**src/pkg/tmr8_pkg.sv**
```systemverilog
// Constants and types for the 8-bit timer with its register front end.
// Assumes a word-addressed AXI4-Lite map: byte address is four times the index.
package tmr8_pkg;
  // Register indexes
  localparam logic [7:0] TMR8_IDX_CTRL_A = 8'h44;
  localparam logic [7:0] TMR8_IDX_CTRL_B = 8'h45;
  localparam logic [7:0] TMR8_IDX_CNT = 8'h46;
  localparam logic [7:0] TMR8_IDX_CMP_A = 8'h47;
  localparam logic [7:0] TMR8_IDX_CMP_B = 8'h48;
  localparam logic [7:0] TMR8_IDX_MASK = 8'h6e;
  localparam logic [7:0] TMR8_IDX_FLAGS = 8'h6f;
  // Bit positions
  localparam int TMR8_FORCE_A_BIT = 7;
  localparam int TMR8_FORCE_B_BIT = 6;
  localparam int TMR8_WAVE_UP_BIT = 3;
  localparam int TMR8_CMPB_BIT = 2;
  localparam int TMR8_CMPA_BIT = 1;
  localparam int TMR8_OVF_BIT = 0;
  // Values after reset
  localparam logic [7:0] TMR8_REG_RST = 8'h00;
  localparam logic [2:0] TMR8_IRQ_RST = 3'h0;
  // Clock select codes
  localparam logic [2:0] TMR8_CS_STOP = 3'h0;
  localparam logic [2:0] TMR8_CS_DIV1 = 3'h1;
  localparam logic [2:0] TMR8_CS_DIV8 = 3'h2;
  localparam logic [2:0] TMR8_CS_DIV64 = 3'h3;
  localparam logic [2:0] TMR8_CS_DIV256 = 3'h4;
  localparam logic [2:0] TMR8_CS_DIV1024 = 3'h5;
  localparam logic [2:0] TMR8_CS_EXT_FALL = 3'h6;
  localparam logic [2:0] TMR8_CS_EXT_RISE = 3'h7;
  // Prescaler terminal counts (divisor minus one)
  localparam logic [9:0] TMR8_PRE_M8 = 10'h007;
  localparam logic [9:0] TMR8_PRE_M64 = 10'h03f;
  localparam logic [9:0] TMR8_PRE_M256 = 10'h0ff;
  localparam logic [9:0] TMR8_PRE_M1024 = 10'h3ff;
  // Waveform modes
  localparam logic [2:0] TMR8_WM_NORMAL = 3'h0;
  localparam logic [2:0] TMR8_WM_CLR_MATCH = 3'h2;
  localparam logic [2:0] TMR8_WM_PC_TOPA = 3'h5;
  localparam logic [2:0] TMR8_WM_FAST_TOPA = 3'h7;
  localparam logic [7:0] TMR8_MAX = 8'hff;
  localparam logic [7:0] TMR8_BOTTOM = 8'h00;
  // Output actions
  localparam logic [1:0] TMR8_ACT_OFF = 2'h0;
  localparam logic [1:0] TMR8_ACT_TOGGLE = 2'h1;
  localparam logic [1:0] TMR8_ACT_CLEAR = 2'h2;
  localparam logic [1:0] TMR8_ACT_SET = 2'h3;
  // AXI responses
  localparam logic [1:0] TMR8_RESP_OKAY = 2'h0;
  localparam logic [1:0] TMR8_RESP_SLVERR = 2'h2;

  typedef struct packed {
    logic [1:0] act_a;
    logic [1:0] act_b;
    logic [2:0] wave_mode;
    logic [2:0] clk_sel;
  } tmr8_ctrl_t;
endpackage : tmr8_pkg

```
**src/core/tmr8_timer.sv**
```systemverilog
// 8-bit timer/counter with prescaler, two compare channels and flag logic.
// Assumes an AXI4-Lite master on ref_clk and a synchronous external count pin.
//
// Implementation choice: the AXI4-Lite slave port.
`timescale 1ns/10ps
`default_nettype none
module tmr8_timer
  import tmr8_pkg::*;
(
  input wire logic ref_clk, // 20 MHz clock
  input wire logic nrst, // Synchronous reset, active low
  input wire logic [11:0] s_axi_awaddr, // Write address
  input wire logic s_axi_awvalid, // Write address valid
  output logic s_axi_awready, // Write address ready
  input wire logic [31:0] s_axi_wdata, // Write data
  input wire logic [3:0] s_axi_wstrb, // Byte enables
  input wire logic s_axi_wvalid, // Write data valid
  output logic s_axi_wready, // Write data ready
  output logic [1:0] s_axi_bresp, // Write response
  output logic s_axi_bvalid, // Write response valid
  input wire logic s_axi_bready, // Write response ready
  input wire logic [11:0] s_axi_araddr, // Read address
  input wire logic s_axi_arvalid, // Read address valid
  output logic s_axi_arready, // Read address ready
  output logic [31:0] s_axi_rdata, // Read data
  output logic [1:0] s_axi_rresp, // Read response
  output logic s_axi_rvalid, // Read data valid
  input wire logic s_axi_rready, // Read data ready
  input wire logic external_count_pin, // External count input
  input wire logic global_irq_enable, // Global interrupt enable from status word
  input wire logic [2:0] irq_ack, // Vector acknowledge per source
  output logic [2:0] irq_req, // Interrupt requests per source
  output logic wave_output_a, // Waveform A
  output logic wave_output_b, // Waveform B
  output logic wave_drive_a_n, // Low while waveform A owns its pin
  output logic wave_drive_b_n // Low while waveform B owns its pin
);
  tmr8_ctrl_t ctrl_ff;
  logic [7:0] cnt_ff, cmp_a_buf_ff, cmp_b_buf_ff, cmp_a_ff, cmp_b_ff;
  logic [2:0] mask_ff, flags_ff, irq_req_ff;
  logic [9:0] pre_ff;
  logic ext_prev_ff, dir_down_ff, block_ff;
  logic awready_ff, wready_ff, bvalid_ff, arready_ff, rvalid_ff;
  logic aw_got_ff, w_got_ff, wstrb0_ff;
  logic [1:0] bresp_ff, rresp_ff;
  logic [7:0] rdata_ff, wdata_ff;
  logic [11:0] awaddr_ff;
  logic [1:0] wave_ff, drive_n_ff;

  function automatic logic reg_hit(input logic [11:0] addr, input logic [7:0] idx);
    reg_hit = (addr[11:2] == {2'h0, idx});
  endfunction : reg_hit

  function automatic logic mapped(input logic [11:0] a);
    mapped = reg_hit(a, TMR8_IDX_CTRL_A) | reg_hit(a, TMR8_IDX_CTRL_B) |
             reg_hit(a, TMR8_IDX_CNT) | reg_hit(a, TMR8_IDX_CMP_A) |
             reg_hit(a, TMR8_IDX_CMP_B) | reg_hit(a, TMR8_IDX_MASK) |
             reg_hit(a, TMR8_IDX_FLAGS);
  endfunction : mapped

  // Odd modes are the PWM ones
  function automatic logic is_pwm(input logic [2:0] m);
    is_pwm = m[0];
  endfunction : is_pwm

  // Next waveform level for one channel
  function automatic logic wave_next(input logic cur, input logic [1:0] act,
      input logic [2:0] m, input logic hit, input logic frc, input logic wrap,
      input logic up, input logic chan_a);
    logic res;
    res = cur;
    if (!is_pwm(m)) begin
      if (hit || frc) begin
        case (act)
          TMR8_ACT_TOGGLE: res = ~cur;
          TMR8_ACT_CLEAR: res = 1'b0;
          TMR8_ACT_SET: res = 1'b1;
          default: res = cur;
        endcase
      end
    end else if (act == TMR8_ACT_TOGGLE) begin
      if (chan_a && m[2] && hit) begin
        res = ~cur;
      end
    end else if (act[1] && m[1]) begin
      // Bottom wins, so a compare equal to top is ignored
      if (wrap) begin
        res = ~act[0];
      end else if (hit) begin
        res = act[0];
      end
    end else if (act[1] && hit) begin
      res = up ? act[0] : ~act[0];
    end
    wave_next = res;
  endfunction : wave_next

  // Bus write strobes
  logic wr_go, wr_ok;
  logic wr_ctrl_a, wr_ctrl_b, wr_cnt, wr_cmp_a, wr_cmp_b, wr_mask, wr_flags;
  assign wr_go = aw_got_ff && w_got_ff && !bvalid_ff;
  assign wr_ok = wr_go && wstrb0_ff && mapped(awaddr_ff);
  assign wr_ctrl_a = wr_ok && reg_hit(awaddr_ff, TMR8_IDX_CTRL_A);
  assign wr_ctrl_b = wr_ok && reg_hit(awaddr_ff, TMR8_IDX_CTRL_B);
  assign wr_cnt = wr_ok && reg_hit(awaddr_ff, TMR8_IDX_CNT);
  assign wr_cmp_a = wr_ok && reg_hit(awaddr_ff, TMR8_IDX_CMP_A);
  assign wr_cmp_b = wr_ok && reg_hit(awaddr_ff, TMR8_IDX_CMP_B);
  assign wr_mask = wr_ok && reg_hit(awaddr_ff, TMR8_IDX_MASK);
  assign wr_flags = wr_ok && reg_hit(awaddr_ff, TMR8_IDX_FLAGS);

  // Write channel: address and data taken in either order
  always_ff @(posedge ref_clk) begin
    if (!nrst) begin
      awready_ff <= 1'b1;
      wready_ff <= 1'b1;
      aw_got_ff <= 1'b0;
      w_got_ff <= 1'b0;
      bvalid_ff <= 1'b0;
      bresp_ff <= TMR8_RESP_OKAY;
      awaddr_ff <= 12'h000;
      wdata_ff <= TMR8_REG_RST;
      wstrb0_ff <= 1'b0;
    end else begin
      if (s_axi_awvalid && awready_ff) begin
        awready_ff <= 1'b0;
        aw_got_ff <= 1'b1;
        awaddr_ff <= s_axi_awaddr;
      end
      if (s_axi_wvalid && wready_ff) begin
        wready_ff <= 1'b0;
        w_got_ff <= 1'b1;
        wdata_ff <= s_axi_wdata[7:0];
        wstrb0_ff <= s_axi_wstrb[0];
      end
      if (wr_go) begin
        bvalid_ff <= 1'b1;
        bresp_ff <= mapped(awaddr_ff) ? TMR8_RESP_OKAY : TMR8_RESP_SLVERR;
      end
      if (bvalid_ff && s_axi_bready) begin
        bvalid_ff <= 1'b0;
        aw_got_ff <= 1'b0;
        w_got_ff <= 1'b0;
        awready_ff <= 1'b1;
        wready_ff <= 1'b1;
      end
    end
  end

  // Read data mux; reserved and strobe bits read as zero
  logic [7:0] rd_val;
  always_comb begin
    rd_val = 8'h00;
    if (reg_hit(s_axi_araddr, TMR8_IDX_CTRL_A)) begin
      rd_val = {ctrl_ff.act_a, ctrl_ff.act_b, 2'h0, ctrl_ff.wave_mode[1:0]};
    end
    if (reg_hit(s_axi_araddr, TMR8_IDX_CTRL_B)) begin
      rd_val = {4'h0, ctrl_ff.wave_mode[2], ctrl_ff.clk_sel};
    end
    if (reg_hit(s_axi_araddr, TMR8_IDX_CNT)) begin
      rd_val = cnt_ff;
    end
    if (reg_hit(s_axi_araddr, TMR8_IDX_CMP_A)) begin
      rd_val = cmp_a_buf_ff;
    end
    if (reg_hit(s_axi_araddr, TMR8_IDX_CMP_B)) begin
      rd_val = cmp_b_buf_ff;
    end
    if (reg_hit(s_axi_araddr, TMR8_IDX_MASK)) begin
      rd_val = {5'h00, mask_ff};
    end
    if (reg_hit(s_axi_araddr, TMR8_IDX_FLAGS)) begin
      rd_val = {5'h00, flags_ff};
    end
  end

  // Read channel: one cycle from address to data
  always_ff @(posedge ref_clk) begin
    if (!nrst) begin
      arready_ff <= 1'b1;
      rvalid_ff <= 1'b0;
      rdata_ff <= TMR8_REG_RST;
      rresp_ff <= TMR8_RESP_OKAY;
    end else if (s_axi_arvalid && arready_ff) begin
      arready_ff <= 1'b0;
      rvalid_ff <= 1'b1;
      rdata_ff <= rd_val;
      rresp_ff <= mapped(s_axi_araddr) ? TMR8_RESP_OKAY : TMR8_RESP_SLVERR;
    end else if (rvalid_ff && s_axi_rready) begin
      rvalid_ff <= 1'b0;
      arready_ff <= 1'b1;
    end
  end

  // Control fields, mask
  always_ff @(posedge ref_clk) begin
    if (!nrst) begin
      ctrl_ff <= '0;
      mask_ff <= TMR8_IRQ_RST;
    end else begin
      if (wr_ctrl_a) begin
        ctrl_ff.act_a <= wdata_ff[7:6];
        ctrl_ff.act_b <= wdata_ff[5:4];
        ctrl_ff.wave_mode[1:0] <= wdata_ff[1:0];
      end
      if (wr_ctrl_b) begin
        ctrl_ff.wave_mode[2] <= wdata_ff[TMR8_WAVE_UP_BIT];
        ctrl_ff.clk_sel <= wdata_ff[2:0];
      end
      if (wr_mask) begin
        mask_ff <= wdata_ff[2:0];
      end
    end
  end

  // Free-running prescaler shared by all divided rates
  always_ff @(posedge ref_clk) begin
    if (!nrst) begin
      pre_ff <= 10'h000;
      ext_prev_ff <= 1'b0;
    end else begin
      pre_ff <= pre_ff + 10'h001;
      ext_prev_ff <= external_count_pin;
    end
  end

  // timer tick select; pin direction is irrelevant here
  logic tick;
  always_comb begin
    unique case (ctrl_ff.clk_sel)
      TMR8_CS_STOP: tick = 1'b0;
      TMR8_CS_DIV1: tick = 1'b1;
      TMR8_CS_DIV8: tick = (pre_ff & TMR8_PRE_M8) == TMR8_PRE_M8;
      TMR8_CS_DIV64: tick = (pre_ff & TMR8_PRE_M64) == TMR8_PRE_M64;
      TMR8_CS_DIV256: tick = (pre_ff & TMR8_PRE_M256) == TMR8_PRE_M256;
      TMR8_CS_DIV1024: tick = pre_ff == TMR8_PRE_M1024;
      TMR8_CS_EXT_FALL: tick = ext_prev_ff && !external_count_pin;
      TMR8_CS_EXT_RISE: tick = !ext_prev_ff && external_count_pin;
    endcase
  end

  logic [2:0] mode;
  logic [7:0] top;
  logic pc_mode, fast_mode, at_top, wrap, ovf_evt;
  assign mode = ctrl_ff.wave_mode;
  assign pc_mode = mode[0] && !mode[1];
  assign fast_mode = mode[0] && mode[1];
  assign top = (mode == TMR8_WM_CLR_MATCH || mode == TMR8_WM_PC_TOPA ||
                mode == TMR8_WM_FAST_TOPA) ? cmp_a_ff : TMR8_MAX;
  assign at_top = cnt_ff == top;
  assign wrap = tick && !pc_mode && at_top;
  assign ovf_evt = tick && (pc_mode ? (dir_down_ff && cnt_ff == TMR8_BOTTOM) :
                   (mode == TMR8_WM_FAST_TOPA) ? at_top : cnt_ff == TMR8_MAX);

  // compare, blocked on the tick after a counter write
  logic [1:0] chan_hit, chan_frc;
  assign chan_hit[0] = tick && !block_ff && cnt_ff == cmp_a_ff;
  assign chan_hit[1] = tick && !block_ff && cnt_ff == cmp_b_ff;
  // strobes act once, only in non-PWM modes
  assign chan_frc[0] = wr_ctrl_b && wdata_ff[TMR8_FORCE_A_BIT] && !is_pwm(mode);
  assign chan_frc[1] = wr_ctrl_b && wdata_ff[TMR8_FORCE_B_BIT] && !is_pwm(mode);

  // Counter; a bus write beats counting. strobes never touch it
  always_ff @(posedge ref_clk) begin
    if (!nrst) begin
      cnt_ff <= TMR8_REG_RST;
      dir_down_ff <= 1'b0;
      block_ff <= 1'b0;
    end else if (wr_cnt) begin
      cnt_ff <= wdata_ff;
      block_ff <= 1'b1;
    end else if (tick) begin
      block_ff <= 1'b0;
      if (!pc_mode) begin
        cnt_ff <= at_top ? TMR8_BOTTOM : cnt_ff + 8'h01;
      end else if (!dir_down_ff) begin
        cnt_ff <= at_top ? cnt_ff - 8'h01 : cnt_ff + 8'h01;
        dir_down_ff <= at_top;
      end else begin
        cnt_ff <= (cnt_ff == TMR8_BOTTOM) ? cnt_ff + 8'h01 : cnt_ff - 8'h01;
        dir_down_ff <= cnt_ff != TMR8_BOTTOM;
      end
    end
  end

  // compare buffers: immediate, at top or at bottom by mode
  logic cmp_load;
  assign cmp_load = !is_pwm(mode) ||
                    (pc_mode ? tick && at_top && !dir_down_ff : fast_mode && wrap);
  always_ff @(posedge ref_clk) begin
    if (!nrst) begin
      cmp_a_buf_ff <= TMR8_REG_RST;
      cmp_b_buf_ff <= TMR8_REG_RST;
      cmp_a_ff <= TMR8_REG_RST;
      cmp_b_ff <= TMR8_REG_RST;
    end else begin
      if (wr_cmp_a) begin
        cmp_a_buf_ff <= wdata_ff;
      end
      if (wr_cmp_b) begin
        cmp_b_buf_ff <= wdata_ff;
      end
      if (cmp_load) begin
        cmp_a_ff <= wr_cmp_a ? wdata_ff : cmp_a_buf_ff;
        cmp_b_ff <= wr_cmp_b ? wdata_ff : cmp_b_buf_ff;
      end
    end
  end

  // flags: a set in the clear cycle wins
  logic [2:0] flag_set, flag_clr;
  assign flag_set = {chan_hit[1], chan_hit[0], ovf_evt};
  assign flag_clr = irq_ack | (wr_flags ? wdata_ff[2:0] : 3'h0);
  always_ff @(posedge ref_clk) begin
    if (!nrst) begin
      flags_ff <= TMR8_IRQ_RST;
    end else begin
      flags_ff <= (flags_ff & ~flag_clr) | flag_set;
    end
  end

  // request gating, registered to keep outputs on flops
  always_ff @(posedge ref_clk) begin
    if (!nrst) begin
      irq_req_ff <= TMR8_IRQ_RST;
    end else begin
      irq_req_ff <= flags_ff & mask_ff & {3{global_irq_enable}};
    end
  end

  // waveform units, channel 0 is A and 1 is B
  for (genvar i = 0; i < 2; i++) begin : g_wave
    logic [1:0] act;
    assign act = (i == 0) ? ctrl_ff.act_a : ctrl_ff.act_b;
    always_ff @(posedge ref_clk) begin
      if (!nrst) begin
        wave_ff[i] <= 1'b0;
        drive_n_ff[i] <= 1'b1;
      end else begin
        wave_ff[i] <= wave_next(wave_ff[i], act, mode, chan_hit[i], chan_frc[i],
                                wrap, !dir_down_ff, i == 0);
        drive_n_ff[i] <= act == TMR8_ACT_OFF;
      end
    end
  end

  assign s_axi_awready = awready_ff;
  assign s_axi_wready = wready_ff;
  assign s_axi_bvalid = bvalid_ff;
  assign s_axi_bresp = bresp_ff;
  assign s_axi_arready = arready_ff;
  assign s_axi_rvalid = rvalid_ff;
  assign s_axi_rresp = rresp_ff;
  assign s_axi_rdata = {24'h00_0000, rdata_ff};
  assign irq_req = irq_req_ff;
  assign wave_output_a = wave_ff[0];
  assign wave_output_b = wave_ff[1];
  assign wave_drive_a_n = drive_n_ff[0];
  assign wave_drive_b_n = drive_n_ff[1];
endmodule : tmr8_timer
`default_nettype wire

```
**config.mk**
```make
export PLATFORM = sky130hd
export DESIGN_NAME = tmr8_timer
export DESIGN_NICKNAME = d
export VERILOG_FILES = /design/src/pkg/tmr8_pkg.sv /design/src/core/tmr8_timer.sv
export SDC_FILE = /design/constraint.sdc
export NUM_CORES = 1
export LEC_CHECK = 0
export BUFFER_PORTS_ARGS = -buffer_cell sky130_fd_sc_hd__buf_2
export CORE_AREA = 8 8 126 128
export CTS_BUF_LIST = sky130_fd_sc_hd__clkbuf_4
export CTS_CLUSTER_DIAMETER = 120
export DETAILED_ROUTE_END_ITERATION = 10
export DIE_AREA = 0 0 134 136
export GPL_TIMING_DRIVEN = 0
export PLACE_DENSITY = 0.64
export SYNTH_ARGS = -nofsm -noshare
export SYNTH_HDL_FRONTEND = slang
export SYNTH_SLANG_ARGS = --single-unit
```
**constraint.sdc**
```tcl
create_clock -name ref_clk -period 6.2 [get_ports ref_clk]
set_input_delay 0.62 -clock ref_clk [delete_from_list [all_inputs] [get_ports ref_clk]]
set_output_delay 0.62 -clock ref_clk [all_outputs]
set_load 0.005 [all_outputs]
```
# --- Yosys cells after proc, flatten, opt, wreduce, memory -nomap -nowiden ---
# Index checks and enable logic that the tools add are counted.
word_totals:
  wordCells: 222
  ff_bits: 116
  out_inout_bits: 48
classes:
  n_reduce_logical: 67
  bitwise_logic: 24
  mux: 50
  n_eq_ne: 44
  n_addsub: 3
ops:
  columns: ["operator", "n"]
  rows:
  - ["== test 10 x 7 -> 1 bit (second input constant)", 14]
  - ["two-way mux 8 bit", 17]
  - ["logical AND 1 bit", 39]
  - ["two-way mux 1 bit", 27]
  - ["== test 8 bit", 3]
  - ["== test 3 bit (second input constant)", 7]
  - ["== test 8 bit (second input constant)", 2]
  - ["bitwise OR 1 bit", 12]
  - ["adder 10 x 1 -> 10 bit (second input constant)", 1]
  - ["== test 10 bit (second input constant)", 1]
  - ["AND reduction 5 bit", 2]
  - ["bitwise AND 3 bit", 3]
  - ["== test 3 x 2 -> 1 bit (second input constant)", 3]
  - ["adder 8 x 1 -> 8 bit (second input constant)", 1]
  - ["== test 2 bit (second input constant)", 4]
  - ["logical NOT 1 bit", 8]
  - ["logical NOT 8 bit", 1]
  - ["one-hot mux 1 bit (8 select lines)", 1]
  - ["nonzero test 2 bit", 4]
  - ["nonzero test 4 bit", 2]
  - ["nonzero test 8 bit", 1]
  - ["subtractor 8 x 1 -> 8 bit (second input constant)", 1]
  - ["== test 6 bit (second input constant)", 1]
  - ["inverter 1 bit", 6]
  - ["18 further kinds", 27]

# --- Logic depth before layout (Yosys ltp) ---
depth:
  word_depth: 14
  mapped_depth: 10
  depth_no_buf: 9

# --- Worst setup path after synthesis ---
# No wires, ideal clock.
synth_timing:
  kind: "reg-to-reg"
  from: "register pre_ff[0]"
  to: "register wave_ff[1] (netlist: wave_output_b)"
  stages_incl_launch_ff: 10
  arrival_ns: 2.112
  synth_period_minus_slack_ns: 2.203
  setup_time_ns: 0.091
  path_slack_ns: 3.997
  cell_sequence: "dfxtp_1 -> ha_1 -> ha_1 -> nor2b_1 -> o21a_1 -> a221o_2 -> and2_1 -> a311oi_1 -> o21ai_0 -> a311oi_1"
synth_via:
  elab_chain_cells: 8
  word_cells_on_any_way: 19
  classes_between: "6 x eq/ne; 5 x mux; 8 x reduce/logical"
synth_lines:
  columns: ["element", "line_no", "rtl"]
  rows:
  - ["start, declared", "tmr8_timer.sv:41", "logic [9:0] pre_ff;"]
  - ["start signal, assigned", "tmr8_timer.sv:221", "pre_ff <= pre_ff + 10'h001;"]
  - ["== test 10 bit (tied with other cells)", "tmr8_timer.sv:235", "TMR8_CS_DIV1024: tick = pre_ff == TMR8_PRE_M1024;"]
  - ["one-hot mux 1 bit (8 select lines) *", "tmr8_timer.sv:229", "unique case (ctrl_ff.clk_sel)"]
  - ["logical AND 1 bit (2 in series)", "tmr8_timer.sv:250", "assign wrap = tick && !pc_mode && at_top;"]
  - ["two-way mux 1 bit", "tmr8_timer.sv:87", "if (wrap) begin"]
  - ["two-way mux 1 bit", "tmr8_timer.sv:85", "end else if (act[1] && m[1]) begin"]
  - ["two-way mux 1 bit", "tmr8_timer.sv:81", "end else if (act == TMR8_ACT_TOGGLE) begin"]
  - ["two-way mux 1 bit", "tmr8_timer.sv:72", "if (!is_pwm(m)) begin"]
  - ["end signal, assigned by index", "tmr8_timer.sv:339", "wave_ff[i] <= wave_next(wave_ff[i], act, mode, chan_hit[i], chan_frc[i],"]
  - ["end, declared", "tmr8_timer.sv:48", "logic [1:0] wave_ff, drive_n_ff;"]
# Every way passes the cells marked *; elsewhere a longest branch is shown, timed or not. The select of a mux whose other input is x is not followed.
# A chain may end at the register's enable or synchronous reset.

# --- Worst setup path in the final report ---
# Ends and elaborated chain as after synthesis.

==> impl_metrics.xml <==
<?xml version="1.0" encoding="UTF-8"?>
<metrics>
  <group name="die">
    <metric name="floorplan.core_area" unit="mm2">0.01404</metric>
    <metric name="num_io_pins" unit="">120</metric>
    <metric name="std_cell_rows" unit="">44</metric>
    <metric name="chipHeight" unit="um">136</metric>
    <metric name="floorplan.die.width" unit="um">134</metric>
    <metric name="die-area" unit="mm2">0.01822</metric>
    <metric name="start_util" unit="%">42.26</metric>
  </group>
  <group name="pwr">
    <metric name="net-switching-power" unit="mW">0.3397</metric>
    <metric name="seq_power_share" unit="%">61.9</metric>
    <metric name="clock_power_share" unit="%">29.5</metric>
    <metric name="irDropWorstVdd" unit="mV">0.1587</metric>
    <metric name="internal_power" unit="mW">0.8722</metric>
    <metric name="power_switching_share" unit="%">28.03</metric>
    <metric name="comb_power_share" unit="%">8.7</metric>
    <metric name="power.leakage" unit="nW">2.665</metric>
    <metric name="p_per_area" unit="mW/mm2">181.2</metric>
  </group>
  <group name="synthesis">
    <metric name="synthCells" unit="">707</metric>
    <metric name="synth.avg_cell_area" unit="um2">8.392</metric>
    <metric name="synth.area.top_cells" unit="">sky130_fd_sc_hd__dfxtp_1 (38%), sky130_fd_sc_hd__nor2_1 (5.8%), sky130_fd_sc_hd__nand2_1 (4.7%)</metric>
    <metric name="synth_top_area_cell" unit="">sky130_fd_sc_hd__dfxtp_1</metric>
    <metric name="syn_area" unit="mm2">0.005933</metric>
    <metric name="yosysSeqAreaShare" unit="%">37.79</metric>
    <metric name="ys_async_rst_share" unit="%">0</metric>
    <metric name="synth_warnings" unit="">0</metric>
    <metric name="synth_edf_count" unit="">0</metric>
    <metric name="netlist-cell-type-count" unit="">76</metric>
    <metric name="yosys_most_used_dff" unit="">sky130_fd_sc_hd__dfxtp_1</metric>
    <metric name="synth_top_cell_area_share" unit="%">37.79</metric>
    <metric name="synth.ff_latch_count" unit="">112</metric>
  </group>
  <group name="cts">
    <metric name="ctsLongestPathBuffers" unit="">2</metric>
    <metric name="cts.htree.levels" unit="">3</metric>
    <metric name="cts_root_buf" unit="">sky130_fd_sc_hd__clkbuf_4</metric>
    <metric name="cts_resized" unit="">0</metric>
    <metric name="cts_buffers" unit="">9</metric>
    <metric name="cts.repair_timing.setup_buffer_count" unit="">0</metric>
    <metric name="clk_pin_slew" unit="ns">0.18</metric>
    <metric name="tritoncts_num_sinks" unit="">112</metric>
    <metric name="ctsHoldBuffers" unit="">0</metric>
    <metric name="worst_skew_pair.late_latency" unit="ns">0.50</metric>
    <metric name="cts_tree" unit="">built</metric>
  </group>
  <group name="grt">
    <metric name="grt_busiest_layer" unit="">met2</metric>
    <metric name="grt_util_met1" unit="%">24.46</metric>
    <metric name="initial_antenna_violation_count" unit="">0</metric>
    <metric name="grt_remaining_overflow" unit="">0</metric>
    <metric name="grt_first_pass_wirelength" unit="um">26820</metric>
    <metric name="grt_max_degree" unit="">20</metric>
    <metric name="grt_pass1_vias" unit="">5079</metric>
    <metric name="gr-usage-all-layers" unit="%">18.45</metric>
    <metric name="grt.met3_usage" unit="%">4.767</metric>
    <metric name="grt_util_met2" unit="%">28.60</metric>
  </group>
  <group name="timing">
    <metric name="hold_slack" unit="ns">0.3101</metric>
    <metric name="period_needed" unit="ns">2.548</metric>
    <metric name="slew_viol_final" unit="">0</metric>
    <metric name="worstMarginPinSlew" unit="ns">0.7754</metric>
    <metric name="worst_slew_margin_rel" unit="%">48.30</metric>
    <metric name="setup_total_negative_slack" unit="ns">0</metric>
    <metric name="achievable-frequency" unit="MHz">392.4</metric>
    <metric name="grt_setup_unrepaired" unit="">no</metric>
    <metric name="timing.final.setup_violations" unit="">0</metric>
    <metric name="clock_skew" unit="ns">0.01701</metric>
    <metric name="post-route-period-util" unit="%">41.10</metric>
    <metric name="timing_hold_violations_final" unit="">0</metric>
  </group>
  <group name="layout">
    <metric name="drive_gt1_share" unit="%">20.54</metric>
    <metric name="antennaDiodeCount" unit="">0</metric>
    <metric name="final_cell_mix" unit="">sky130_fd_sc_hd__dfxtp_1 (112), sky130_fd_sc_hd__nor2_1 (91), sky130_fd_sc_hd__nand2_1 (75), sky130_fd_sc_hd__buf_2 (71), sky130_fd_sc_hd__a21oi_1 (45)</metric>
    <metric name="final_core_utilization" unit="%">47.63</metric>
    <metric name="area_delta_synth_final" unit="%">12.70</metric>
    <metric name="nNetsFinal" unit="">880</metric>
    <metric name="layout.filler_cells" unit="">1437</metric>
    <metric name="mostFrequentLayoutCell" unit="">sky130_fd_sc_hd__dfxtp_1</metric>
  </group>
  <group name="detailed_routing">
    <metric name="route.detailed.wl_per_inst" unit="um">16.75</metric>
    <metric name="antenna_left" unit="">0</metric>
    <metric name="routed_via_density" unit="">5.370</metric>
    <metric name="detail_route.drc_violations" unit="">0</metric>
    <metric name="drt-total-wl" unit="um">16620</metric>
    <metric name="vias_after_detailed_routing" unit="">5327</metric>
    <metric name="detailedRoute.firstIterationViolations" unit="">377</metric>
    <metric name="drt_pass1_iterations" unit="">5</metric>
  </group>
  <group name="setup_path">
    <metric name="worstSetupPathType" unit="">flop to flop</metric>
    <metric name="critical_path.max_fanout" unit="">5</metric>
    <metric name="critPathMaxStageDelay" unit="ns">0.37</metric>
    <metric name="crit_slowest_cell" unit="">sky130_fd_sc_hd__dfxtp_1</metric>
    <metric name="critPathArrivalTime" unit="ns">2.97</metric>
    <metric name="critPathCaptureType" unit="">flop</metric>
    <metric name="ordered_cell_list_for_the_critical_path" unit="">ha_1 &gt; ha_1 &gt; nor2b_1 &gt; o21a_1 &gt; a221o_2 &gt; and4b_1 &gt; a311oi_1 &gt; o21ai_0 &gt; a311oi_1</metric>
    <metric name="worst-endpoint-required" unit="ns">6.62</metric>
    <metric name="timing.critical_path.max_delay_family" unit="">compound AO/OA/AOI/OAI gates</metric>
    <metric name="worst_setup_path_start_kind" unit="">flop</metric>
    <metric name="critPathBufInv" unit="">0</metric>
  </group>
  <group name="min_path">
    <metric name="worst_hold_path_type" unit="">primary input to flop</metric>
  </group>
  <group name="place">
    <metric name="port-buffer-count" unit="">60</metric>
    <metric name="hpwl" unit="um">12700</metric>
    <metric name="routability_cong" unit="">0.8752</metric>
  </group>
  <group name="flow_run">
    <metric name="maximum_capacitance_violations" unit="">0</metric>
  </group>
  <group name="run_status">
    <metric name="status" unit="">complete, no violations</metric>
  </group>
</metrics>
per-stage QoR:
stage,worst slack (ns),instance area [um2],cells,power [mW]
2_1_floorplan,3.997,6027,732,0.8274
3_3_place_gp,3.538,6558,976,0.8678
3_5_place_dp,3.550,6558,976,0.8685
4_1_cts,3.669,6686,992,1.225
5_1_grt,3.491,6686,992,1.268
6_report,3.652,6686,992,1.212
worst register-to-register path, cell delays in order (launching register included):
cell	delay (ns)
sky130_fd_sc_hd__dfxtp_1	0.37
sky130_fd_sc_hd__ha_1	0.24
sky130_fd_sc_hd__ha_1	0.18
sky130_fd_sc_hd__nor2b_1	0.12
sky130_fd_sc_hd__o21a_1	0.17
sky130_fd_sc_hd__a221o_2	0.36
sky130_fd_sc_hd__and4b_1	0.27
sky130_fd_sc_hd__a311oi_1	0.37
sky130_fd_sc_hd__o21ai_0	0.13
sky130_fd_sc_hd__a311oi_1	0.27
path summary, 6_finish.rpt:
| kind | startpoint | end | slack, ns | cells after the start |
|---|---|---|---|---|
| hold reg to reg | awaddr_ff[8] | awaddr_ff[8] | 0.46 | 2 |
| setup / recovery | pre_ff[0] | wave_output_b | 3.65 | 9 |
| setup reg to reg | pre_ff[0] | wave_output_b | 3.65 | 9 |
| hold / removal | s_axi_wvalid | s_axi_wready | 0.31 | 2 |
per-layer routing:
metal | part of all wire, % | wire [um]
met1 | 47 | 7880
met3 | 5.9 | 981
met5 | 0 | 0
met4 | 2.0 | 335
met2 | 45 | 7423
sequential cells by signal, summed over array words and instances (netlist names), 3 cells and up:
register      cells
awaddr_ff        10
ctrl_ff           3
irq_req           3
rdata_ff          8
cmp_a_buf_ff      8
cmp_a_ff          8
cmp_b_ff          8
g_wave.act        4
cmp_b_buf_ff      8
flags_ff          3
mode              3
pre_ff           10
wdata_ff          8
cnt_ff            8
mask_ff           3
synth_stat cells, drive strengths merged, types with 3 or more instances:
master / count
nand3: 20
or3: 3
mux2i: 28
nand4: 9
nand2: 75
nor3b: 3
buf: 47
o21a: 6
or2: 6
and4: 4
a21oi: 46
nor2b: 4
a31oi: 9
and2: 10
and4b: 3
xnor2: 18
o22ai: 5
clkbuf: 22
dfxtp: 112
o211ai: 6
nor3: 15
and3: 15
o2111ai: 5
a311oi: 3
inv: 21
o21ai: 23
a221oi: 3
nor4: 9
ha: 5
a22oi: 7
o31ai: 6
nor2: 92
a222oi: 3
nand3b: 3
a211oi: 23
nand2b: 9
logic make-up (layout without fill, tap and decap cells):
group / count (synthesis) / count (layout) / share of synthesized area, %
simple gates: 288 / 288 / 24.82
compound gates: 161 / 161 / 19.89
flops: 112 / 112 / 37.79
buf+inv: 90 / 166 / 8.330
mux: 30 / 30 / 5.103
xor+xnor: 20 / 20 / 2.952
fa+ha+maj: 5 / 5 / 1.054
other cells: 1 / 26 / 0.06320
power groups by stage:
stage	logic, mW	clock network [mW]	registers [mW]
2_1_floorplan	0.0677	0	0.760
5_1_grt	0.117	0.398	0.752
3_3_place_gp	0.104	0	0.764
4_1_cts	0.105	0.371	0.750
3_5_place_dp	0.104	0	0.764
6_report	0.105	0.357	0.750
cell type report:
class                   count  area (um2)  area share [%]
multi-input cells         530        3291           49.21
repair buffers             60       300.3           4.491
flip-flops and latches    112        2242           33.53
well taps                 184       230.2           3.443
plain buffers              69       415.4           6.213
inverters                  21       78.83           1.179
clock inverters             6       53.80          0.8046
clock buffers              10       75.07           1.123
Note: power is estimated with default switching activity, not from simulation.
